<file path="src/shared/eip_pkg.sv">
// Constants, register map and carrier types of the encoder position input.
package eip_pkg;

  // Register byte offsets on the AHB-Lite slave.
  localparam logic [7:0] A_CTRL    = 8'h00;
  localparam logic [7:0] A_OFFSET  = 8'h04;
  localparam logic [7:0] A_ROLL    = 8'h08;
  localparam logic [7:0] A_HOME    = 8'h0C;
  localparam logic [7:0] A_PRELOAD = 8'h10;
  localparam logic [7:0] A_CMD     = 8'h14;
  localparam logic [7:0] A_GRAY    = 8'h18;
  localparam logic [7:0] A_BIN     = 8'h1C;
  localparam logic [7:0] A_TOTAL   = 8'h20;
  localparam logic [7:0] A_VEL     = 8'h24;
  localparam logic [7:0] A_STAT    = 8'h28;
  localparam logic [7:0] A_ICLR    = 8'h2C;
  localparam logic [7:0] A_IEN     = 8'h30;
  localparam logic [7:0] A_WDOG    = 8'h34;
  localparam logic [7:0] A_TBASE   = 8'h38;
  localparam logic [7:0] A_DISC    = 8'h3C;
  localparam logic [7:0] A_DOUT    = 8'h40;

  // Control register field positions.
  localparam int CTRL_QUAD = 0;
  localparam int CTRL_REV  = 1;
  localparam int CTRL_RES  = 2;
  localparam int CTRL_ARM  = 4;
  localparam int CTRL_CFG  = 5;
  localparam int CTRL_HOME = 6;

  // Status register bit positions and width.
  localparam int ST_HOME = 0;
  localparam int ST_PRE  = 1;
  localparam int ST_WRAP = 2;
  localparam int ST_WDOG = 3;
  localparam int ST_CMD  = 4;
  localparam int ST_W    = 5;

  // Resolution selections and their ranges.
  localparam logic [1:0]  RES_256    = 2'h0;
  localparam logic [1:0]  RES_360    = 2'h1;
  localparam logic [1:0]  RES_512    = 2'h2;
  localparam logic [15:0] RNG_256    = 16'h0100;
  localparam logic [15:0] RNG_360    = 16'h0168;
  localparam logic [15:0] RNG_512    = 16'h0200;
  localparam logic [15:0] RNG_1024   = 16'h0400;
  localparam logic [9:0]  EXCESS_360 = 10'h04C;

  // Rollover limits and reset values.
  localparam logic [15:0] ROLL_MIN  = 16'h000A;
  localparam logic [15:0] ROLL_MAX  = 16'hFDE7;
  localparam logic [15:0] TBASE_RST = 16'h07D0;

  // Timing.
  localparam int CLK_MHZ    = 25;
  localparam int SAMPLE_US  = 500;
  localparam int SAMPLE_CYC = SAMPLE_US * CLK_MHZ;
  localparam int WD_MS      = 100;
  localparam int WD_CYC     = WD_MS * 1000 * CLK_MHZ;
  localparam int DIAG_CYC   = 16;

  // Configuration carried from the bus side to the encoder logic.
  typedef struct packed {
    logic       quad;
    logic       rev;
    logic [1:0] res;
    logic       arm;
  } eip_cfg_t;

  // Word status inputs shown to the PLC.
  typedef struct packed {
    logic [15:0] gray;
    logic [15:0] bin;
    logic [31:0] total;
    logic [31:0] vel;
  } eip_words_t;

  // Home search states.
  typedef enum logic {HS_IDLE, HS_SEARCH} eip_hs_t;

endpackage

</file>
<file path="src/eip_encoder_top.sv">
// Encoder position input with AHB-Lite registers, watchdog and interrupt.
module eip_encoder_top #(
  parameter int SAMPLE_CYC = eip_pkg::SAMPLE_CYC,
  parameter int WD_CYC     = eip_pkg::WD_CYC
) (
  // Clock, reset and clock enable.
  input  wire logic        mclk,
  input  wire logic        nrst,
  input  wire logic        ce,
  // AHB-Lite slave.
  input  wire logic        hsel,
  input  wire logic [31:0] haddr,
  input  wire logic [1:0]  htrans,
  input  wire logic        hwrite,
  input  wire logic [2:0]  hsize,
  input  wire logic [31:0] hwdata,
  input  wire logic        hready,
  output logic      [31:0] hrdata,
  output logic             hreadyout,
  output logic             hresp,
  // Faceplate encoder inputs, bit 0 is input 1.
  input  wire logic [9:0]  enc_in,
  // Outputs and indicators.
  output logic      [7:0]  dout,
  output logic             led_module_ok,
  output logic             led_config_ok,
  output logic             irq
);

  // Width of the status, clear and enable words.
  localparam int ST_W = eip_pkg::ST_W;

  // Synchroniser and filtered inputs.
  logic [9:0] s1_reg, s2_reg, s3_reg, filt_reg, filt_next, agree;
  // Bus and configuration state.
  eip_pkg::eip_cfg_t cfg_reg, cfg_next;
  logic [15:0] off_reg, off_next, roll_reg, roll_next;
  logic [15:0] home_reg, home_next, pre_reg, pre_next;
  logic [15:0] tb_reg, tb_next, cmdv_reg, cmdv_next;
  logic [7:0]  dout_reg, dout_next, waddr_reg, waddr_next;
  logic [ST_W-1:0] ien_reg, ien_next, clr_reg, clr_next;
  logic        wpend_reg, wpend_next, cfgok_reg, cfgok_next;
  logic        cmd_reg, cmd_next, hstart_reg, hstart_next;
  logic        kick_reg, kick_next, rdy_reg, rdy_next;
  logic [31:0] rdata_reg, rdata_next;
  // Encoder state.
  logic [31:0] tick_reg, tick_next;
  logic        tick;
  logic [15:0] pos_reg, pos_next, win_reg, win_next;
  logic [1:0]  abp_reg, abp_next;
  logic        mk_reg, mk_next, pl_reg, pl_next;
  logic [31:0] total_reg, total_next, acc_reg, acc_next;
  logic [31:0] vel_reg, vel_next;
  eip_pkg::eip_hs_t   hs_reg, hs_next;
  eip_pkg::eip_words_t words_reg, words_next;
  logic [ST_W-1:0] ev;
  // Supervision state.
  logic [ST_W-1:0] sts_reg, sts_next;
  logic [7:0]  diag_reg, diag_next;
  logic        dok_reg, dok_next, fail_reg, fail_next;
  logic [31:0] wd_reg, wd_next;
  logic        irq_reg, irq_next, lmod_reg, lmod_next, lcfg_reg, lcfg_next;

  // Gray to binary over ten bits; unused upper bits arrive as zero.
  function automatic logic [9:0] g2b(input logic [9:0] g);
    logic [9:0] b;
    b[9] = g[9];
    for (int i = 8; i >= 0; i--) b[i] = b[i+1] ^ g[i];
    return b;
  endfunction

  // Counts per revolution of the selected absolute encoder.
  function automatic logic [15:0] res_rng(input logic [1:0] s);
    case (s)
      eip_pkg::RES_256: return eip_pkg::RNG_256;
      eip_pkg::RES_360: return eip_pkg::RNG_360;
      eip_pkg::RES_512: return eip_pkg::RNG_512;
      default:          return eip_pkg::RNG_1024;
    endcase
  endfunction

  // A change is accepted once stages two and three agree, which rejects
  // single-cycle glitches on the field wiring.
  always_comb
  begin
    agree     = ~(s2_reg ^ s3_reg);
    filt_next = (s3_reg & agree) | (filt_reg & ~agree);
  end

  always_ff @(posedge mclk or negedge nrst)
  begin
    if (!nrst)
    begin
      s1_reg   <= 10'h000;
      s2_reg   <= 10'h000;
      s3_reg   <= 10'h000;
      filt_reg <= 10'h000;
    end
    else if (ce)
    begin
      s1_reg   <= enc_in;
      s2_reg   <= s1_reg;
      s3_reg   <= s2_reg;
      filt_reg <= filt_next;
    end
  end

  // Bus slave and configuration. Reads are registered in the address phase
  // so the slave never waits; a read right behind a write sees the old value.
  always_comb
  begin
    cfg_next    = cfg_reg;
    off_next    = off_reg;
    roll_next   = roll_reg;
    home_next   = home_reg;
    pre_next    = pre_reg;
    tb_next     = tb_reg;
    cmdv_next   = cmdv_reg;
    dout_next   = fail_reg ? 8'h00 : dout_reg;
    ien_next    = ien_reg;
    clr_next    = '0;
    cfgok_next  = cfgok_reg;
    cmd_next    = 1'b0;
    hstart_next = 1'b0;
    kick_next   = 1'b0;
    rdy_next    = 1'b1;
    wpend_next  = 1'b0;
    waddr_next  = waddr_reg;
    rdata_next  = rdata_reg;
    if (hsel && htrans[1] && hready)
    begin
      wpend_next = hwrite;
      waddr_next = haddr[7:0];
      // Word status and discrete inputs face the PLC on each sweep.
      case (haddr[7:0])
        eip_pkg::A_CTRL:    rdata_next = {26'h0, cfgok_reg, cfg_reg.arm,
                                          cfg_reg.res, cfg_reg.rev,
                                          cfg_reg.quad};
        eip_pkg::A_OFFSET:  rdata_next = {16'h0, off_reg};
        eip_pkg::A_ROLL:    rdata_next = {16'h0, roll_reg};
        eip_pkg::A_HOME:    rdata_next = {16'h0, home_reg};
        eip_pkg::A_PRELOAD: rdata_next = {16'h0, pre_reg};
        eip_pkg::A_GRAY:    rdata_next = {16'h0, words_reg.gray};
        eip_pkg::A_BIN:     rdata_next = {16'h0, words_reg.bin};
        eip_pkg::A_TOTAL:   rdata_next = words_reg.total;
        eip_pkg::A_VEL:     rdata_next = words_reg.vel;
        eip_pkg::A_STAT:    rdata_next = {27'h0, sts_reg};
        eip_pkg::A_IEN:     rdata_next = {27'h0, ien_reg};
        eip_pkg::A_TBASE:   rdata_next = {16'h0, tb_reg};
        eip_pkg::A_DISC:    rdata_next = {20'h0, fail_reg, cfgok_reg,
                                          dok_reg, hs_reg == eip_pkg::HS_SEARCH,
                                          filt_reg[7:0]};
        eip_pkg::A_DOUT:    rdata_next = {24'h0, dout_reg};
        default:            rdata_next = 32'h0000_0000;
      endcase
    end
    if (wpend_reg)
    begin
      case (waddr_reg)
        eip_pkg::A_CTRL:
          if (dok_reg)
          begin
            cfg_next.quad = hwdata[eip_pkg::CTRL_QUAD];
            cfg_next.rev  = hwdata[eip_pkg::CTRL_REV];
            cfg_next.res  = hwdata[eip_pkg::CTRL_RES+:2];
            cfg_next.arm  = hwdata[eip_pkg::CTRL_ARM];
            cfgok_next    = cfgok_reg | hwdata[eip_pkg::CTRL_CFG];
            hstart_next   = hwdata[eip_pkg::CTRL_HOME];
          end
        eip_pkg::A_OFFSET:  if (dok_reg) off_next = hwdata[15:0];
        eip_pkg::A_ROLL:
          if (dok_reg)
          begin
            if (hwdata[15:0] < eip_pkg::ROLL_MIN)
              roll_next = eip_pkg::ROLL_MIN;
            else if (hwdata[15:0] > eip_pkg::ROLL_MAX)
              roll_next = eip_pkg::ROLL_MAX;
            else
              roll_next = hwdata[15:0];
          end
        eip_pkg::A_HOME:    if (dok_reg) home_next = hwdata[15:0];
        eip_pkg::A_PRELOAD: if (dok_reg) pre_next = hwdata[15:0];
        eip_pkg::A_TBASE:
          if (dok_reg)
            tb_next = (hwdata[15:0] == 16'h0000) ? 16'h0001 : hwdata[15:0];
        eip_pkg::A_CMD:
        begin
          cmd_next  = 1'b1;
          cmdv_next = (hwdata[15:0] > roll_reg) ? roll_reg : hwdata[15:0];
        end
        eip_pkg::A_ICLR:    clr_next = hwdata[ST_W-1:0];
        eip_pkg::A_IEN:     ien_next = hwdata[ST_W-1:0];
        eip_pkg::A_WDOG:    kick_next = 1'b1;
        eip_pkg::A_DOUT:    if (!fail_reg) dout_next = hwdata[7:0];
        default:            ;
      endcase
    end
  end

  always_ff @(posedge mclk or negedge nrst)
  begin
    if (!nrst)
    begin
      cfg_reg    <= '0;
      off_reg    <= 16'h0000;
      roll_reg   <= eip_pkg::ROLL_MAX;
      home_reg   <= 16'h0000;
      pre_reg    <= 16'h0000;
      tb_reg     <= eip_pkg::TBASE_RST;
      cmdv_reg   <= 16'h0000;
      dout_reg   <= 8'h00;
      ien_reg    <= '0;
      clr_reg    <= '0;
      cfgok_reg  <= 1'b0;
      cmd_reg    <= 1'b0;
      hstart_reg <= 1'b0;
      kick_reg   <= 1'b0;
      rdy_reg    <= 1'b0;
      wpend_reg  <= 1'b0;
      waddr_reg  <= 8'h00;
      rdata_reg  <= 32'h0000_0000;
    end
    else if (ce)
    begin
      cfg_reg    <= cfg_next;
      off_reg    <= off_next;
      roll_reg   <= roll_next;
      home_reg   <= home_next;
      pre_reg    <= pre_next;
      tb_reg     <= tb_next;
      cmdv_reg   <= cmdv_next;
      dout_reg   <= dout_next;
      ien_reg    <= ien_next;
      clr_reg    <= clr_next;
      cfgok_reg  <= cfgok_next;
      cmd_reg    <= cmd_next;
      hstart_reg <= hstart_next;
      kick_reg   <= kick_next;
      rdy_reg    <= rdy_next;
      wpend_reg  <= wpend_next;
      waddr_reg  <= waddr_next;
      rdata_reg  <= rdata_next;
    end
  end

  // Encoder sampling, decoding, counting and velocity.
  always_comb
  begin
    logic [16:0] rng, sum;
    logic signed [17:0] d, half;
    logic [9:0]  g, b;
    logic        up, a, bb;
    rng  = '0;
    sum  = '0;
    d    = '0;
    half = '0;
    g    = '0;
    b    = '0;
    up   = 1'b0;
    a = filt_reg[0];
    bb = filt_reg[1];
    tick_next  = (tick_reg == 32'(SAMPLE_CYC - 1)) ? '0 : tick_reg + 1;
    tick       = (tick_reg == 32'(SAMPLE_CYC - 1));
    pos_next   = pos_reg;
    abp_next   = abp_reg;
    mk_next    = mk_reg;
    pl_next    = pl_reg;
    total_next = total_reg;
    acc_next   = acc_reg;
    vel_next   = vel_reg;
    win_next   = win_reg;
    hs_next    = hs_reg;
    ev         = '0;
    rng = cfg_reg.quad ? {1'b0, roll_reg} + 17'h00001
                       : {1'b0, res_rng(cfg_reg.res)};
    if (tick && cfg_reg.quad)
    begin
      abp_next = {a, bb};
      mk_next  = filt_reg[2];
      pl_next  = filt_reg[3];
      if (^(abp_reg ^ {a, bb}))
      begin
        up = (a ^ abp_reg[0]) ^ cfg_reg.rev;
        d  = up ? 18'sh00001 : -18'sh00001;
        if (up)
          pos_next = (pos_reg == roll_reg) ? 16'h0000 : pos_reg + 1'b1;
        else
          pos_next = (pos_reg == 16'h0000) ? roll_reg : pos_reg - 1'b1;
        ev[eip_pkg::ST_WRAP] = up ? (pos_reg == roll_reg)
                                  : (pos_reg == 16'h0000);
      end
      if (hs_reg == eip_pkg::HS_SEARCH && filt_reg[2] && !mk_reg
          && filt_reg[4])
      begin
        pos_next = home_reg;
        hs_next  = eip_pkg::HS_IDLE;
        ev[eip_pkg::ST_HOME] = 1'b1;
      end
      else if (cfg_reg.arm && filt_reg[3] && !pl_reg)
      begin
        pos_next = pre_reg;
        ev[eip_pkg::ST_PRE] = 1'b1;
      end
    end
    else if (tick)
    begin
      // Upper inputs only take part for nine and ten bit encoders.
      case (cfg_reg.res)
        eip_pkg::RES_256: g = {2'h0, filt_reg[7:0]};
        eip_pkg::RES_360,
        eip_pkg::RES_512: g = {1'h0, filt_reg[8:0]};
        default:          g = filt_reg;
      endcase
      b = g2b(g);
      if (cfg_reg.res == eip_pkg::RES_360)
        b = b - eip_pkg::EXCESS_360;
      if (cfg_reg.rev && b != 10'h000)
        b = 10'(rng - 17'(b));
      pos_next = {6'h00, b};
      // Shortest path across the zero point gives the signed step.
      d    = 18'(b) - 18'(pos_reg);
      half = 18'(rng >> 1);
      if (d > half)
        d = d - 18'(rng);
      else if (d < -half)
        d = d + 18'(rng);
    end
    if (tick)
    begin
      total_next = total_reg + 32'(d);
      if (win_reg >= tb_reg - 16'h0001)
      begin
        vel_next = acc_reg + 32'(d);
        acc_next = 32'h0000_0000;
        win_next = 16'h0000;
      end
      else
      begin
        acc_next = acc_reg + 32'(d);
        win_next = win_reg + 1'b1;
      end
    end
    if (hstart_reg && cfg_reg.quad)
      hs_next = eip_pkg::HS_SEARCH;
    // In quadrature mode a command is immediate and takes priority over any sampled load.
    if (cmd_reg && cfg_reg.quad)
    begin
      pos_next = cmdv_reg;
      ev[eip_pkg::ST_CMD] = 1'b1;
    end
    // Offset assumes a value below the range; larger values wrap once only.
    sum = {1'b0, pos_reg} + {1'b0, off_reg};
    if (sum >= rng)
      sum = sum - rng;
    words_next.bin   = sum[15:0];
    words_next.gray  = sum[15:0] ^ (sum[15:0] >> 1);
    words_next.total = total_reg;
    words_next.vel   = vel_reg;
  end

  always_ff @(posedge mclk or negedge nrst)
  begin
    if (!nrst)
    begin
      tick_reg  <= 32'h0000_0000;
      pos_reg   <= 16'h0000;
      abp_reg   <= 2'h0;
      mk_reg    <= 1'b0;
      pl_reg    <= 1'b0;
      total_reg <= 32'h0000_0000;
      acc_reg   <= 32'h0000_0000;
      vel_reg   <= 32'h0000_0000;
      win_reg   <= 16'h0000;
      hs_reg    <= eip_pkg::HS_IDLE;
      words_reg <= '0;
    end
    else if (ce)
    begin
      tick_reg  <= tick_next;
      pos_reg   <= pos_next;
      abp_reg   <= abp_next;
      mk_reg    <= mk_next;
      pl_reg    <= pl_next;
      total_reg <= total_next;
      acc_reg   <= acc_next;
      vel_reg   <= vel_next;
      win_reg   <= win_next;
      hs_reg    <= hs_next;
      words_reg <= words_next;
    end
  end

  // Diagnostics, watchdog, sticky status and indicators.
  always_comb
  begin
    diag_next = dok_reg ? diag_reg : diag_reg + 1'b1;
    dok_next  = dok_reg | (diag_reg == 8'(eip_pkg::DIAG_CYC - 1));
    wd_next   = wd_reg;
    fail_next = fail_reg;
    // The watchdog only runs once configured, so a slow boot cannot trip it.
    if (!cfgok_reg || fail_reg || kick_reg)
      wd_next = 32'h0000_0000;
    else if (wd_reg == 32'(WD_CYC - 1))
      fail_next = 1'b1;
    else
      wd_next = wd_reg + 1;
    // A new event wins over a clear written in the same cycle.
    sts_next = (sts_reg & ~clr_reg) | ev;
    sts_next[eip_pkg::ST_WDOG] = sts_next[eip_pkg::ST_WDOG] |
                                 (fail_next & ~fail_reg);
    irq_next  = |(sts_reg & ien_reg);
    lmod_next = dok_reg & ~fail_reg;
    lcfg_next = cfgok_reg;
  end

  always_ff @(posedge mclk or negedge nrst)
  begin
    if (!nrst)
    begin
      diag_reg <= 8'h00;
      dok_reg  <= 1'b0;
      wd_reg   <= 32'h0000_0000;
      fail_reg <= 1'b0;
      sts_reg  <= '0;
      irq_reg  <= 1'b0;
      lmod_reg <= 1'b0;
      lcfg_reg <= 1'b0;
    end
    else if (ce)
    begin
      diag_reg <= diag_next;
      dok_reg  <= dok_next;
      wd_reg   <= wd_next;
      fail_reg <= fail_next;
      sts_reg  <= sts_next;
      irq_reg  <= irq_next;
      lmod_reg <= lmod_next;
      lcfg_reg <= lcfg_next;
    end
  end

  // Every output but hresp is a flip-flop; the slave is ready from the first enabled clock after reset, and hresp is tied OKAY.
  assign hrdata        = rdata_reg;
  assign hreadyout     = rdy_reg;
  assign hresp         = 1'b0;
  assign dout          = dout_reg;
  assign led_module_ok = lmod_reg;
  assign led_config_ok = lcfg_reg;
  assign irq           = irq_reg;

  AST_TICK_GAP: assert property (@(posedge mclk) disable iff (!nrst)
    ce && tick |=> !tick) else $error("Sample ticks too close.");
  AST_ROLL_RANGE: assert property (@(posedge mclk) disable iff (!nrst)
    roll_reg >= eip_pkg::ROLL_MIN && roll_reg <= eip_pkg::ROLL_MAX)
    else $error("Rollover out of range.");
  AST_QUAD_WRAP: assert property (@(posedge mclk) disable iff (!nrst)
    cfg_reg.quad && $stable(cfg_reg.quad) |-> pos_reg <= roll_reg)
    else $error("Count above rollover.");
  AST_CMD_LOAD: assert property (@(posedge mclk) disable iff (!nrst)
    ce && cmd_reg && cfg_reg.quad |=> pos_reg == $past(cmdv_reg))
    else $error("Command load missed.");
  AST_CFG_DIAG: assert property (@(posedge mclk) disable iff (!nrst)
    $rose(cfgok_reg) |-> $past(dok_reg)) else $error("Config before diag.");
  AST_CFG_LED: assert property (@(posedge mclk) disable iff (!nrst)
    ce && cfgok_reg |=> led_config_ok) else $error("Config LED off.");
  AST_WD_OFF: assert property (@(posedge mclk) disable iff (!nrst)
    ce && fail_reg |=> ##1 dout == 8'h00 && !led_module_ok)
    else $error("Outputs alive after failure.");
  AST_TOTAL_HOLD: assert property (@(posedge mclk) disable iff (!nrst)
    ce && !tick |=> $stable(total_reg)) else $error("Total moved off tick.");
  AST_VEL_HOLD: assert property (@(posedge mclk) disable iff (!nrst)
    !(ce && tick) |=> $stable(vel_reg)) else $error("Velocity off window.");
endmodule

</file>
<file path="config.mk">
export PLATFORM = sky130hd
export DESIGN_NAME = eip_encoder_top
export DESIGN_NICKNAME = d
export VERILOG_FILES = /design/src/shared/eip_pkg.sv /design/src/eip_encoder_top.sv
export SDC_FILE = /design/constraint.sdc
export NUM_CORES = 2
export LEC_CHECK = 0
export CAP_MARGIN = 0
export CORE_UTILIZATION = 49
export DETAILED_ROUTE_END_ITERATION = 10
export DONT_BUFFER_PORTS = 1
export HOLD_SLACK_MARGIN = 0.12
export PLACE_DENSITY = 0.73
export SYNTH_ARGS = -nofsm -noshare
export SYNTH_HDL_FRONTEND = slang
export SYNTH_SLANG_ARGS = --single-unit
</file>
<file path="constraint.sdc">
create_clock -name mclk -period 27.7 [get_ports mclk]
set_clock_uncertainty 0.2 [all_clocks]
set_input_delay 0 -clock mclk [delete_from_list [all_inputs] [get_ports mclk]]
set_output_delay 0 -clock mclk [all_outputs]
set_load 0.005 [all_outputs]
</file>
==> out/results.ini <==
[synth]
synth-seq-area-share = 0.385
synth_seq_cells = 515
syn_avg_cell_area_um2 = 9.21
synth_edf_count = 0
yosys_warnings = 0
ys_types = 102
synth_cells = 3642
netlist_area_um2 = 33600
async_flop_share = 1.00
synth_nets = 3967
synth_flop_cell = dfrtp_1

[layout]
final_nets = 3957
drive_above_1_share = 0.101
fill_cells = 5914
final_cell_area_um2 = 36900
seq_area_um2 = 12900
final_cell_mix = dfrtp_1, nand2_1, o21ai_0
final_common_cell = dfrtp_1
multi_input_area_um2 = 19500
final_util = 0.547
largest_reg_flops = 95
syn_to_final_growth_pct = 10.1
final_cells = 4552

[sta]
holdWs_ns = 0.159
setup_ws_ns = 12.75
worst-slew-pin-transition_ns = 1.30
setup_viol = 0
hold_viol_final = 0
final.min_clock_period_ns = 14.95
setup-tns-final_ns = 0
drv_slew = 0
clock.fmax_ghz = 0.0669
rsz0062_at_grt = false
post-route-period-util = 0.540
max_slew_margin = 0.129

[floorplanning]
die_h_um = 264
start_util = 0.497
dieWidth_um = 264
core_um2 = 67500
dieArea_um2 = 69500
boundaryPins = 130
row_count = 95

[placed_design]
hpwl_um = 71000
portBuffers = 0
dpl-instance-area_um2 = 34300
dp_slack_ns = 13.06
place.gp.congestion = 0.977
dpl.cell_count = 4371

[clock_tree]
hold_buffers = 73
cts.clk_slew.worst_paths_ns = 0.06
cts_resized = 0
numCtsBuffers = 55
root_buffer = clkbuf_16
h-tree-depth = 2
post-cts-setup-buffers = 0
cts_tree = yes
clock_path_buffers = 3
insertion_delay_ns = 0.64
clkSinkCount = 515

[global_route]
grt_pass1_vias = 27300
use_met1 = 0.408
met3_usage = 0.0647
antenna_found_initial = 4
track_usage = 0.295
grt_use_met2 = 0.442
top_usage_layer = met2
grt_pass1_wl_um = 161000
grt_max_degree = 516
gr-total-overflow = 0

[setup_path]
r2r_start = cfg_reg[1]
worstPathRequired_ns = 28.03
crit_top_cell = ha_1
startpoint_type = register
cp_slowest_stage_delay_ns = 0.75
worstSetupStartpoint = cfg_reg[1]
endpoint_kind = register
criticalPathCategory = reg2reg
r2r_slack_ns = 12.75
slowest_stage = o31ai_1
arrival_ns = 15.28
r2r_cells = 54
r2r_end = acc_reg[31]
path_max_fanout = 15

[routing]
vias_per_cell = 6.34
wl_per_cell_um = 22.9
ant_nets = 0
drc = 0
wirelength_um = 104000
drt-initial-drc-count = 3316
dr.pass1.iters = 6
vias = 28800

[job]
drv_cap = 0

[power_and_ir_drop]
peakVddDrop_uv = 92.2
power_mw = 2.75
power_density_nw_per_um2 = 74.6
p_leak_nw = 16.8

[run_status]
status = finished, final reports clean

[worst_hold_path]
min_path_cells = 6
min_from = haddr[5]
hold_class = in2reg
worstHoldEndpoint = hrdata[7]

==> cell usage after synthesis, drive strengths merged (8+ instances only) <==
cell | instances | share of area
nand3b | 8 | 0.0018
xor2 | 113 | 0.030
o21a | 27 | 0.0060
nor4 | 30 | 0.0062
a31o | 8 | 0.0023
mux2 | 165 | 0.055
o21bai | 28 | 0.0063
a21o | 70 | 0.016
mux2i | 29 | 0.0087
nand2b | 39 | 0.0075
clkbuf | 159 | 0.018
xnor2 | 166 | 0.044
nand3 | 89 | 0.014
a22o | 50 | 0.013
dfstp | 19 | 0.015
and2 | 12 | 0.0022
dfrtp | 496 | 0.37
o221ai | 18 | 0.0047
fa | 8 | 0.0048
a21oi | 170 | 0.025
nor2 | 256 | 0.029
nor3 | 55 | 0.0082
a22oi | 62 | 0.014
a211oi | 27 | 0.0062
and3 | 42 | 0.0080
o211ai | 30 | 0.0067
nor2b | 22 | 0.0041
inv | 145 | 0.016
nand2 | 425 | 0.048
a311oi | 8 | 0.0023
o31ai | 29 | 0.0065
o21ai | 311 | 0.046
ha | 232 | 0.087
or4 | 8 | 0.0020
a221oi | 35 | 0.0091
buf | 18 | 0.0035
nand4 | 48 | 0.0096
a21boi | 10 | 0.0022
or3 | 28 | 0.0052
and4 | 12 | 0.0031
o22ai | 10 | 0.0019
a31oi | 38 | 0.0082
==> per-layer routing <==
| layer | wire [um] | vias up |
|---|---|---|
| li1 | - | 13100 |
| met4 | 4790 | 8 |
| met1 | 43600 | 14000 |
| met5 | 61 | - |
| met3 | 10400 | 265 |
| met2 | 45400 | 1420 |
==> power breakdown <==
part / switching [mW] / internal (mW) / total [mW]
registers: 0.0444 / 0.786 / 0.830
logic: 0.719 / 0.459 / 1.18
clock network: 0.329 / 0.416 / 0.746
total: 1.09 / 1.66 / 2.75
==> layout make-up <==
| class | instances | share of cell area |
|---|---|---|
| antenna | 2 | 0.000136 |
| clock buffer | 77 | 0.0414 |
| clock inverter | 25 | 0.00701 |
| inverter | 146 | 0.0148 |
| multi-input combinational | 2804 | 0.527 |
| sequential | 515 | 0.350 |
| tap | 873 | 0.0296 |
| timing repair buffer | 110 | 0.0299 |
==> critical path: cells and delay by family, from the launching register on <==
family / cells / cell delay [ns]
adder cells (fa/ha/maj): 10 / 3.43
AND/OR/NAND/NOR: 17 / 3.29
XOR/XNOR: 4 / 1.16
buffers and inverters: 4 / 0.57
AO/OA/AOI/OAI: 19 / 5.60
flip-flops: 1 / 0.56
==> cell families after synthesis <==
logic type,synth area share
AND/OR/NAND/NOR,0.153
flip-flops,0.385
other,0.000112
buffers and inverters,0.0376
AO/OA/AOI/OAI,0.195
multiplexers,0.0640
XOR/XNOR,0.0740
adder cells (fa/ha/maj),0.0913
==> how the worst max path moves through the flow <==
| stage | endpoint | slack [ns] | cells past startpoint |
|---|---|---|---|
| 2_1_floorplan | total_reg[31] | 15.05 | 56 |
| 3_3_place_gp | acc_reg[31] | 13.24 | 57 |
| 3_5_place_dp | acc_reg[31] | 13.06 | 54 |
| 4_1_cts | acc_reg[31] | 12.99 | 57 |
| 5_1_grt | acc_reg[31] | 11.58 | 55 |
| 6_report | acc_reg[31] | 12.75 | 54 |
Power figures use the tool's default switching activity.
